`src/pkg/psrfw_pkg.sv`:
```
package psrfw_pkg;
  // instruction field positions
  localparam int unsigned COND_HI = 31;
  localparam int unsigned COND_LO = 28;
  localparam int unsigned DEST_SEL_BIT = 22;
  localparam int unsigned IMM_SEL_BIT = 25;
  localparam int unsigned ROT_HI = 11;
  localparam int unsigned ROT_LO = 8;
  localparam int unsigned SRC_IDX_HI = 3;
  localparam int unsigned IMM8_HI = 7;
  localparam int unsigned FIX_A_HI = 27;
  localparam int unsigned FIX_A_LO = 26;
  localparam int unsigned FIX_B_HI = 24;
  localparam int unsigned FIX_B_LO = 23;
  localparam int unsigned FIX_C_HI = 21;
  localparam int unsigned FIX_C_LO = 12;
  localparam int unsigned REG_ZERO_LO = 4;

  // fixed opcode fields
  localparam logic [1:0] OPC_27_26 = 2'h0;
  localparam logic [1:0] OPC_24_23 = 2'h2;
  localparam logic [9:0] OPC_21_12 = 10'h14F; // 101001111 as printed, zero-extended to ten bits
  localparam logic [7:0] REG_FORM_ZERO = 8'h00;

  // condition flag field of a status word (N Z C V)
  localparam int unsigned FLAG_HI = 31;
  localparam int unsigned FLAG_LO = 28;
  localparam logic [31:0] FLAG_MASK = 32'hF000_0000;

  // reset values
  localparam logic [31:0] WORD_RST = 32'h0000_0000;
  localparam logic [3:0] COND_RST = 4'h0;
  localparam logic [3:0] IDX_RST = 4'h0;

  typedef enum logic [1:0] {
    PSRFW_IDLE = 2'b00,
    PSRFW_FETCH = 2'b01,
    PSRFW_WRITE = 2'b11
  } psrfw_state_t;
endpackage

```
`src/core/psrfw_decoder.sv`:
```
// Behaviour
// - top four bits are the condition code
// - bit 22 selects current or saved register
// - bit 25 selects register or immediate operand
// - recognise only the fixed opcode pattern
// - register form: index bits 3:0, 11:4 zero
// - immediate form: unsigned eight-bit constant base
// - write touches only the condition flag bits
`timescale 1ns/1ps
module psrfw_decoder (
  input wire logic i_core_clk, // 125 MHz core clock
  input wire logic i_srst, // synchronous reset, active high
  input wire logic i_instr_valid, // instruction word offered
  output logic o_instr_ready, // decoder can take a word
  input wire logic [31:0] i_instr, // instruction word
  output logic o_src_reg_rd, // one-cycle register read request
  output logic [3:0] o_source_reg_index, // register to read
  input wire logic [31:0] i_src_reg_data, // register value, valid in the cycle the request stands
  input wire logic [31:0] i_current_status_reg, // current status word
  input wire logic [31:0] i_saved_status_reg, // saved status word of active mode
  output logic o_wr_en, // one-cycle status write strobe
  output logic o_dest_status_select, // 0 current, 1 saved
  output logic [3:0] o_cond, // condition code governing the write
  output logic [31:0] o_wr_data, // full status word to write
  output logic [31:0] o_wr_mask, // bits changed by the write
  output logic o_unrecognised // one-cycle pulse, word not this form
);
  import psrfw_pkg::*;

  ////////////////////////////////////////////////////////////////////////
  // elaboration checks

  // the instruction layout is fixed by the processor; these checks only
  // catch a package edit that the narrow fields below could not carry
  if (COND_HI - COND_LO != 3) begin : g_cond_width
    $error("condition field must be four bits wide");
  end
  if (ROT_HI - ROT_LO != 3) begin : g_rot_width
    $error("rotate field must be four bits wide");
  end
  if (ROT_LO != IMM8_HI + 1) begin : g_imm_split
    $error("rotate field must sit just above the constant");
  end
  if (SRC_IDX_HI != 3) begin : g_idx_width
    $error("source register index must be four bits wide");
  end
  if (FIX_C_HI - FIX_C_LO != 9) begin : g_fixed_width
    $error("fixed opcode field must be ten bits wide");
  end
  if (DEST_SEL_BIT != FIX_C_HI + 1 || FIX_B_LO != DEST_SEL_BIT + 1) begin : g_dest_place
    $error("destination select must sit between the fixed fields");
  end
  if (IMM_SEL_BIT != FIX_B_HI + 1 || FIX_A_LO != IMM_SEL_BIT + 1) begin : g_imm_place
    $error("operand kind bit must sit between the fixed fields");
  end
  // the write mask is its own constant so the output needs no arithmetic;
  // it must still agree with the flag field position
  if (FLAG_MASK != (((32'h0000_0001 << (FLAG_HI - FLAG_LO + 1)) - 32'h0000_0001) << FLAG_LO)) begin : g_flag_mask
    $error("flag mask does not match the flag field");
  end

  ////////////////////////////////////////////////////////////////////////
  // helpers

  // rotate right by an even amount, as the rotator does; the amount is
  // doubled by a wire shift, so only even rotations can be expressed
  function automatic logic [31:0] rot_imm(input logic [7:0] imm, input logic [3:0] rot);
    logic [31:0] w;
    logic [4:0] sh;
    w = {24'h00_0000, imm};
    sh = {rot, 1'b0};
    // a zero amount shifts the left half out by a full word, leaving w
    return (w >> sh) | (w << (6'h20 - {1'b0, sh}));
  endfunction

  // merge flag field of source into a status word
  // non-flag bits come from the old word, so a write cannot disturb them
  function automatic logic [31:0] merge_flags(input logic [31:0] old_w, input logic [31:0] src);
    return (old_w & ~FLAG_MASK) | (src & FLAG_MASK);
  endfunction

  ////////////////////////////////////////////////////////////////////////
  // decode of the offered word

  logic fix_a_ok;
  logic fix_b_ok;
  logic fix_c_ok;
  logic opc_ok;
  logic reg_ok;
  logic is_imm;
  logic recognised;
  logic take_any;
  logic take_rec;
  logic take_bad;
  assign is_imm = i_instr[IMM_SEL_BIT];
  // each fixed field compared on its own; a stray bit anywhere turns the word away
  assign fix_a_ok = (i_instr[FIX_A_HI:FIX_A_LO] == OPC_27_26);
  assign fix_b_ok = (i_instr[FIX_B_HI:FIX_B_LO] == OPC_24_23);
  assign fix_c_ok = (i_instr[FIX_C_HI:FIX_C_LO] == OPC_21_12);
  assign opc_ok = fix_a_ok && fix_b_ok && fix_c_ok;
  // register form demands zeros in 11:4; immediate form uses them
  assign reg_ok = is_imm || (i_instr[ROT_HI:REG_ZERO_LO] == REG_FORM_ZERO);
  assign recognised = opc_ok && reg_ok;

  // a word is taken only while idle; unrecognised words are taken too,
  // flagged and dropped, so the fetch stage never stalls on them
  assign take_any = o_instr_ready && i_instr_valid;
  assign take_rec = take_any && recognised;
  assign take_bad = take_any && !recognised;

  ////////////////////////////////////////////////////////////////////////
  // state

  // sequencer state and the captured fields of the word in flight
  psrfw_state_t state_ff;
  psrfw_state_t nxt_state;
  logic dest_ff;
  logic [3:0] cond_ff;
  logic [3:0] idx_ff;
  logic [31:0] src_ff;

  // one word at a time; a register operand costs one extra read cycle
  assign o_instr_ready = (state_ff == PSRFW_IDLE);

  always_comb begin
    nxt_state = state_ff;
    case (state_ff)
      // idle: ready is high, a recognised word moves on at once
      PSRFW_IDLE: begin
        if (take_rec) begin
          nxt_state = is_imm ? PSRFW_WRITE : PSRFW_FETCH;
        end
      end
      // fetch: the register read is in flight, data lands at its end
      PSRFW_FETCH: nxt_state = PSRFW_WRITE;
      // write: merge and strobe are launched, ready returns next
      PSRFW_WRITE: nxt_state = PSRFW_IDLE;
      default: nxt_state = PSRFW_IDLE;
    endcase
  end

  // state register; reset leaves the decoder idle with ready high
  always_ff @(posedge i_core_clk) begin
    if (i_srst) begin
      state_ff <= PSRFW_IDLE;
    end else begin
      state_ff <= nxt_state;
    end
  end

  // capture fields when a recognised word is taken;
  // a word turned away leaves the last fields showing
  always_ff @(posedge i_core_clk) begin
    if (i_srst) begin
      dest_ff <= 1'b0;
      cond_ff <= COND_RST;
      idx_ff <= IDX_RST;
    end else if (take_rec) begin
      cond_ff <= i_instr[COND_HI:COND_LO];
      dest_ff <= i_instr[DEST_SEL_BIT];
      idx_ff <= i_instr[SRC_IDX_HI:0];
    end
  end

  // source value: rotated immediate at take, register data during fetch;
  // register data is taken in the one cycle the read request stands
  always_ff @(posedge i_core_clk) begin
    if (i_srst) begin
      src_ff <= WORD_RST;
    end else if (take_rec && is_imm) begin
      src_ff <= rot_imm(i_instr[IMM8_HI:0], i_instr[ROT_HI:ROT_LO]);
    end else if (state_ff == PSRFW_FETCH) begin
      src_ff <= i_src_reg_data;
    end
  end

  ////////////////////////////////////////////////////////////////////////
  // outputs

  // read request: one cycle, launched as the register-form word is taken,
  // so the register file answers in the fetch cycle
  always_ff @(posedge i_core_clk) begin
    if (i_srst) begin
      o_src_reg_rd <= 1'b0;
    end else begin
      o_src_reg_rd <= take_rec && !is_imm;
    end
  end

  // unrecognised pulse: one cycle per word turned away; nothing else moves
  always_ff @(posedge i_core_clk) begin
    if (i_srst) begin
      o_unrecognised <= 1'b0;
    end else begin
      o_unrecognised <= take_bad;
    end
  end

  // fields hold from one recognised word to the next
  assign o_source_reg_index = idx_ff;
  assign o_cond = cond_ff;
  assign o_dest_status_select = dest_ff;
  // the mask is fixed: this form never reaches the control bits
  assign o_wr_mask = FLAG_MASK;

  // write strobe: one cycle after the write state, whatever the operand
  always_ff @(posedge i_core_clk) begin
    if (i_srst) begin
      o_wr_en <= 1'b0;
    end else begin
      o_wr_en <= (state_ff == PSRFW_WRITE);
    end
  end

  // write data: status word sampled late so the merge sees the latest
  // value, including a write that landed on the edge this word was taken
  always_ff @(posedge i_core_clk) begin
    if (i_srst) begin
      o_wr_data <= WORD_RST;
    end else if (state_ff == PSRFW_WRITE) begin
      o_wr_data <= merge_flags(dest_ff ? i_saved_status_reg : i_current_status_reg, src_ff);
    end
  end
endmodule

```
`config.mk`:
```
export PLATFORM = sky130hd
export DESIGN_NAME = psrfw_decoder
export DESIGN_NICKNAME = d
export VERILOG_FILES = /design/src/pkg/psrfw_pkg.sv /design/src/core/psrfw_decoder.sv
export SDC_FILE = /design/constraint.sdc
export NUM_CORES = 1
export LEC_CHECK = 0
export ABC_AREA = 1
export BUFFER_PORTS_ARGS = -buffer_cell sky130_fd_sc_hd__buf_4
export CAP_MARGIN = 20
export CORE_AREA = 2 2 86 88
export CTS_CLUSTER_DIAMETER = 200
export CTS_CLUSTER_SIZE = 30
export DETAILED_ROUTE_END_ITERATION = 6
export DIE_AREA = 0 0 88 90
export HOLD_SLACK_MARGIN = 0.15
export PLACE_DENSITY_LB_ADDON = 0.15
export SETUP_SLACK_MARGIN = 0.02
export SLEW_MARGIN = 5
export SYNTH_ARGS = -nofsm -noshare
export SYNTH_HDL_FRONTEND = slang
export SYNTH_SLANG_ARGS = --single-unit
```
`constraint.sdc`:
```
create_clock -name i_core_clk -period 1.7 [get_ports i_core_clk]
set_input_delay 0.085 -clock i_core_clk [delete_from_list [all_inputs] [get_ports i_core_clk]]
set_output_delay 0.085 -clock i_core_clk [all_outputs]
set_load 0.05 [all_outputs]
```
### Word level (Yosys, flattened, before mapping)

Index checks and enable logic that the tools add are counted.

| word-level totals | value |
|---|---|
| register bits after elaboration | 78 |
| bits in latches | 0 |
| memory bits (writable) | 0 |
| bits in read-only memories | 0 |
| bits of input ports | 131 |
| output and inout bits | 77 |
| word-level logic and storage cells | 40 |
| memories kept | 0 |

| cells by class | value |
|---|---|
| $add $sub $neg | 1 |
| multipliers | 0 |
| div/mod/pow operators | 0 |
| magnitude comparators | 0 |
| equal/unequal tests | 5 |
| shift-type cells | 2 |
| multiplexer cells | 6 |
| bitwise gates (word level) | 2 |
| reduce and logical (&&, ||, !) cells | 15 |

Operator list:

| cell | number |
|---|---|
| $mux W32 | 2 |
| $or A28 B32 Y32 | 1 |
| $or A32 B32 Y32 | 1 |
| $shl A8 B6 Y32 | 1 |
| $shr A8 B5 Y32 | 1 |
| $mux W28 | 1 |
| $eq A10 B9 Y1 const B | 1 |
| $logic_and A1 B1 Y1 | 8 |
| $logic_not A8 Y1 | 1 |
| $sub A6 B5 Y6 const A | 1 |
| $eq A2 B2 Y1 const B | 2 |
| $logic_not A2 Y1 | 2 |
| $mux W2 | 2 |
| $pmux W2 S2 | 1 |
| $eq A2 B1 Y1 const B | 1 |
| $logic_not A1 Y1 | 2 |
| $ne A2 B1 Y1 const B | 1 |
| $reduce_bool A2 Y1 | 1 |
| $logic_or A1 B1 Y1 | 1 |

### Depth between registers and ports, before layout

| logic depth | value |
|---|---|
| word-level depth | 7 |
| mapped depth | 11 |
| depth with buffers taken out | 10 |

### Worst setup path before layout

No wires, ideal clock.

| timing path | value |
|---|---|
| kind | reg2reg |
| start | register dest_ff, in the netlist o_dest_status_select |
| end | register o_wr_data[15] |
| library setup time | 0.059 ns |
| arrival | 1.450 ns |
| data required time | 1.641 ns |
| slack | 0.191 ns |
| stages on the path, launching flop included | 7 |
| buffers on the path | 2 |
| period minus slack after synthesis | 1.509 ns |
| cells stage by stage | dfxtp_1 buf_2 buf_1 nand2_1 nand3_1 o211ai_1 inv_1 |

| on the way | value |
|---|---|
| word-level cells in the longest chain between the ends | 2 |

Ends and longest elaborated chain:

| item | line | source |
|---|---|---|
| from (decl) | psrfw_decoder.sv:117 | `logic dest_ff;` |
| from (signal assigned) | psrfw_decoder.sv:160 | `dest_ff <= i_instr[DEST_SEL_BIT];` |
| $mux W28 | psrfw_decoder.sv:221 | `o_wr_data <= merge_flags(dest_ff ? i_saved_status_reg : i_current_status_reg, src_ff);` |
| $or A28 B32 Y32 | psrfw_decoder.sv:79 | `return (old_w & ~FLAG_MASK) \| (src & FLAG_MASK);` |
| to (signal assigned) | psrfw_decoder.sv:221 |  |
| to (decl) | psrfw_decoder.sv:24 | `output logic [31:0] o_wr_data,` |

Every way passes these cells.
A chain may end at the register's enable or synchronous reset.

### Worst setup path after layout

| timing path | value |
|---|---|
| start | input port i_instr[17] |
| end | register idx_ff[3], in the netlist o_source_reg_index[3] |

| on the way | value |
|---|---|
| word-level cells in the longest chain between the ends | 4 |

Ends and longest elaborated chain:

| item | line | source |
|---|---|---|
| from (decl) | psrfw_decoder.sv:15 | `input wire logic [31:0] i_instr,` |
| $eq A10 B9 Y1 | psrfw_decoder.sv:99 | `assign fix_c_ok = (i_instr[FIX_C_HI:FIX_C_LO] == OPC_21_12);` |
| $logic_and A1 B1 Y1 | psrfw_decoder.sv:100 | `assign opc_ok = fix_a_ok && fix_b_ok && fix_c_ok;` |
| $logic_and A1 B1 Y1 | psrfw_decoder.sv:103 | `assign recognised = opc_ok && reg_ok;` |
| $logic_and A1 B1 Y1 | psrfw_decoder.sv:108 | `assign take_rec = take_any && recognised;` |
| to (signal assigned) | psrfw_decoder.sv:161 | `idx_ff <= i_instr[SRC_IDX_HI:0];` |
| to (decl) | psrfw_decoder.sv:119 | `logic [3:0] idx_ff;` |

Every way passes these cells.

==> summary.md <==
| Metric | Value |
|---|---|
| Yosys warnings | `0` |
| Initial Util | `0.396` |
| Worst Path Class, Setup | `input port to flop` |
| Die span in x | `88 µm` |
| Final instance area | `4620 µm²` |
| Outcome | `completed` |
| GR Overflow Total | `0` |
| Final setup viols | `0` |
| Avg Inst Size Synth | `6.68 µm²` |
| Setup TNS | `0 ns` |
| DRT Wirelength | `8410 µm` |
| Placed Instance Area | `3820 µm²` |
| Achievable frequency | `0.647 GHz` |
| Initial antenna violation count | `0` |
| Critical Path AT | `1.79 ns` |
| Post-layout nets | `751` |
| Cells after synthesis | `416` |
| Vias in the first global route | `2944` |
| Worst Skew | `0.00558 ns` |
| Layout cells sized above 1 | `0.273` |
| Library cells used by synthesis | `29` |
| Worst EP required | `1.94 ns` |
| Port buffer count | `139` |
| Post-route ant nets | `0` |
| Die Area | `7920 µm²` |
| Post-synthesis register bit count | `50` |
| Vias | `3225` |
| Die Height | `90 µm` |
| RSZ-0062 raised after global routing | `yes` |
| Largest net degree at the start of global routing | `63` |
| Vias/cell | `4.50` |
| CTS Buf Count | `5` |
| Worst VDD drop | `547 µV` |
| Final worst path period share | `0.910` |
| Global-route wire length before repair | `13400 µm` |
| Max-slew violation count | `0` |
| Clock Latency Late Sink | `0.30 ns` |
| Synthesized area | `2780 µm²` |
| Initial DRC Count | `102` |
| Hold Crit Class | `input port to flop` |
| CTS H-Tree Depth | `2` |
| EDFF count, synth | `0` |
| Number of detailed-route iterations in the first pass | `5` |
| Row cnt | `31` |
| Fin. Hold Viols | `0` |
| Buffer depth of the longest clock path | `2` |
| # IOs | `208` |
| Gpl congestion | `0.813` |
| ANT cells | `0` |
| P per Cell Area | `533 nW/µm²` |
| Root Buffer | `clkbuf_8` |
| Top_reg_cell synth | `dfxtp_1` |
| Tot GR Track Use | `0.210` |
| # clock sinks | `50` |
| Core ar. | `7020 µm²` |
| Dpl hpwl | `5440 µm` |
| Async S/R FF share, synth | `0` |
| Max Cap Viol | `0` |
| WL/cell | `11.7 µm` |
| Worst-path maximum fanout | `6` |
| Clock transition at the registers of the reported paths | `0.09 ns` |
| Share of the yosys chip area belonging to registers | `0.360` |
| CTS tree | `done` |
| Crit end category | `flop` |
| Tmin final | `1.55 ns` |
| Setup crit start kind | `input port` |
| Area Overhead vs Synth | `66.0%` |
| Leakage | `2.42 nW` |
| # DRC | `0` |
==> kinds of logic after synthesis <==
| family | after synthesis | share of synthesized area |
|---|---|---|
| AOI/OAI and AO/OA | 61 | 0.140 |
| xor gates and xnor gates | 1 | 0.00315 |
| adders and majority gates | 1 | 0.00450 |
| buffers and inverters | 110 | 0.196 |
| DFF | 50 | 0.360 |
| other | 2 | 0.00270 |
| and+or+nand+nor | 191 | 0.294 |
==> state kept, by name, summed over array words and instances (netlist names) <==
signal                count
o_unrecognised            1
src_ff                    4
o_dest_status_select      1
o_wr_en                   1
o_wr_data                32
state_ff                  2
o_src_reg_rd              1
o_cond                    4
o_source_reg_index        4
==> metrics by stage <==
step / hold slack (ns) / std cells / util / power [mW] / setup slack (ns)
after floorplan: 0.154 / 446 / - / 1.52 / 0.191
after global placement: 0.286 / 641 / 0.544 / 1.67 / 0.197
after detailed placement: 0.287 / 641 / 0.544 / 1.67 / 0.135
after CTS: 0.150 / 715 / 0.653 / 2.48 / 0.0383
after global routing: 0.181 / 717 / 0.657 / 2.58 / 0.00556
final: 0.167 / 717 / 0.657 / 2.46 / 0.153
==> layer usage <==
layer	GRT usage	wire length, µm	vias up
met5	0	0	-
met4	0.0769	234	0
met3	0.0459	581	21
met2	0.372	4190	131
met1	0.241	3410	1412
li1	-	-	1661
==> report_power, final <==
part	internal, mW	total (mW)	switching [mW]
registers	1.17	1.17	0.000301
clock network	0.315	0.681	0.366
logic	0.288	0.610	0.322
total	1.77	2.46	0.688
==> critical path: stages <==
cell           delay [ns]
dlygate4sd3_1        0.54
buf_4                0.14
inv_1                0.04
nand2_1              0.04
nor2_1               0.08
nand2_1              0.09
nor2_4               0.14
nand2_1              0.10
nor2_4               0.18
buf_4                0.17
o21ai_0              0.08
nor2_1               0.11
==> cell type report <==
class / count / area [µm²]
fillers: 571 / 2400
repair buffers: 217 / 1820
multi-input cells: 286 / 1360
flip-flops and latches: 50 / 1000
inverters: 59 / 221
well taps: 99 / 124
clock buffers: 6 / 82.6
==> cell usage in the layout (no fill, tap or decap), types with 2 or more instances in the layout <==
master,count
clkinv_1,2
nand2_1,93
nor2_1,40
o21ai_0,18
nand4_1,2
buf_12,2
buf_4,147
inv_1,55
inv_2,2
o211ai_1,28
nor2_2,4
nor2_4,2
dlygate4sd3_1,68
dfxtp_1,50
nand3_1,43
conb_1,32
a21oi_1,12
clkbuf_8,6
==> synthesized netlist by cell type, types with 2 or more instances <==
library cell	instances	area, µm²
nor2_1	42	158
nand2_1	93	349
inv_1	55	206
clkinv_1	2	7.51
inv_2	2	7.51
a21oi_1	12	60.1
buf_2	6	30.0
o211ai_1	28	210
dfxtp_1	50	1000
nor2_2	4	25.0
conb_1	2	7.51
nand3_1	43	215
buf_1	3	11.3
nand4_1	2	12.5
o21ai_0	18	90.1
buf_4	33	248
clkbuf_1	9	33.8
==> path summary, 6_finish.rpt <==
kind              slack (ns)                      from  cells after the start                                  to
setup reg to reg        0.32  state_ff[0]$_SDFFE_PP0P_                      8  o_source_reg_index[3]$_SDFFE_PP0N_
hold / removal          0.17             i_instr_valid                      5             o_src_reg_rd$_SDFF_PP0_
hold reg to reg         0.46   src_ff[28]$_SDFFE_PP0P_                      2          o_wr_data[28]$_SDFFE_PP0P_
setup / recovery        0.15               i_instr[17]                     12  o_source_reg_index[3]$_SDFFE_PP0N_
==> timing repair <==
| item | 4_1_cts | 5_1_grt |
|---|---|---|
| buffers inserted | 0 | 2 |
| endpoints found under the hold margin | 43 | 0 |
| setup endpoints to repair | 0 | 10 |
| hold buffers | 68 | 0 |
| resized for setup | 0 | 4 |
Note: power is estimated with default switching activity, not from simulation.
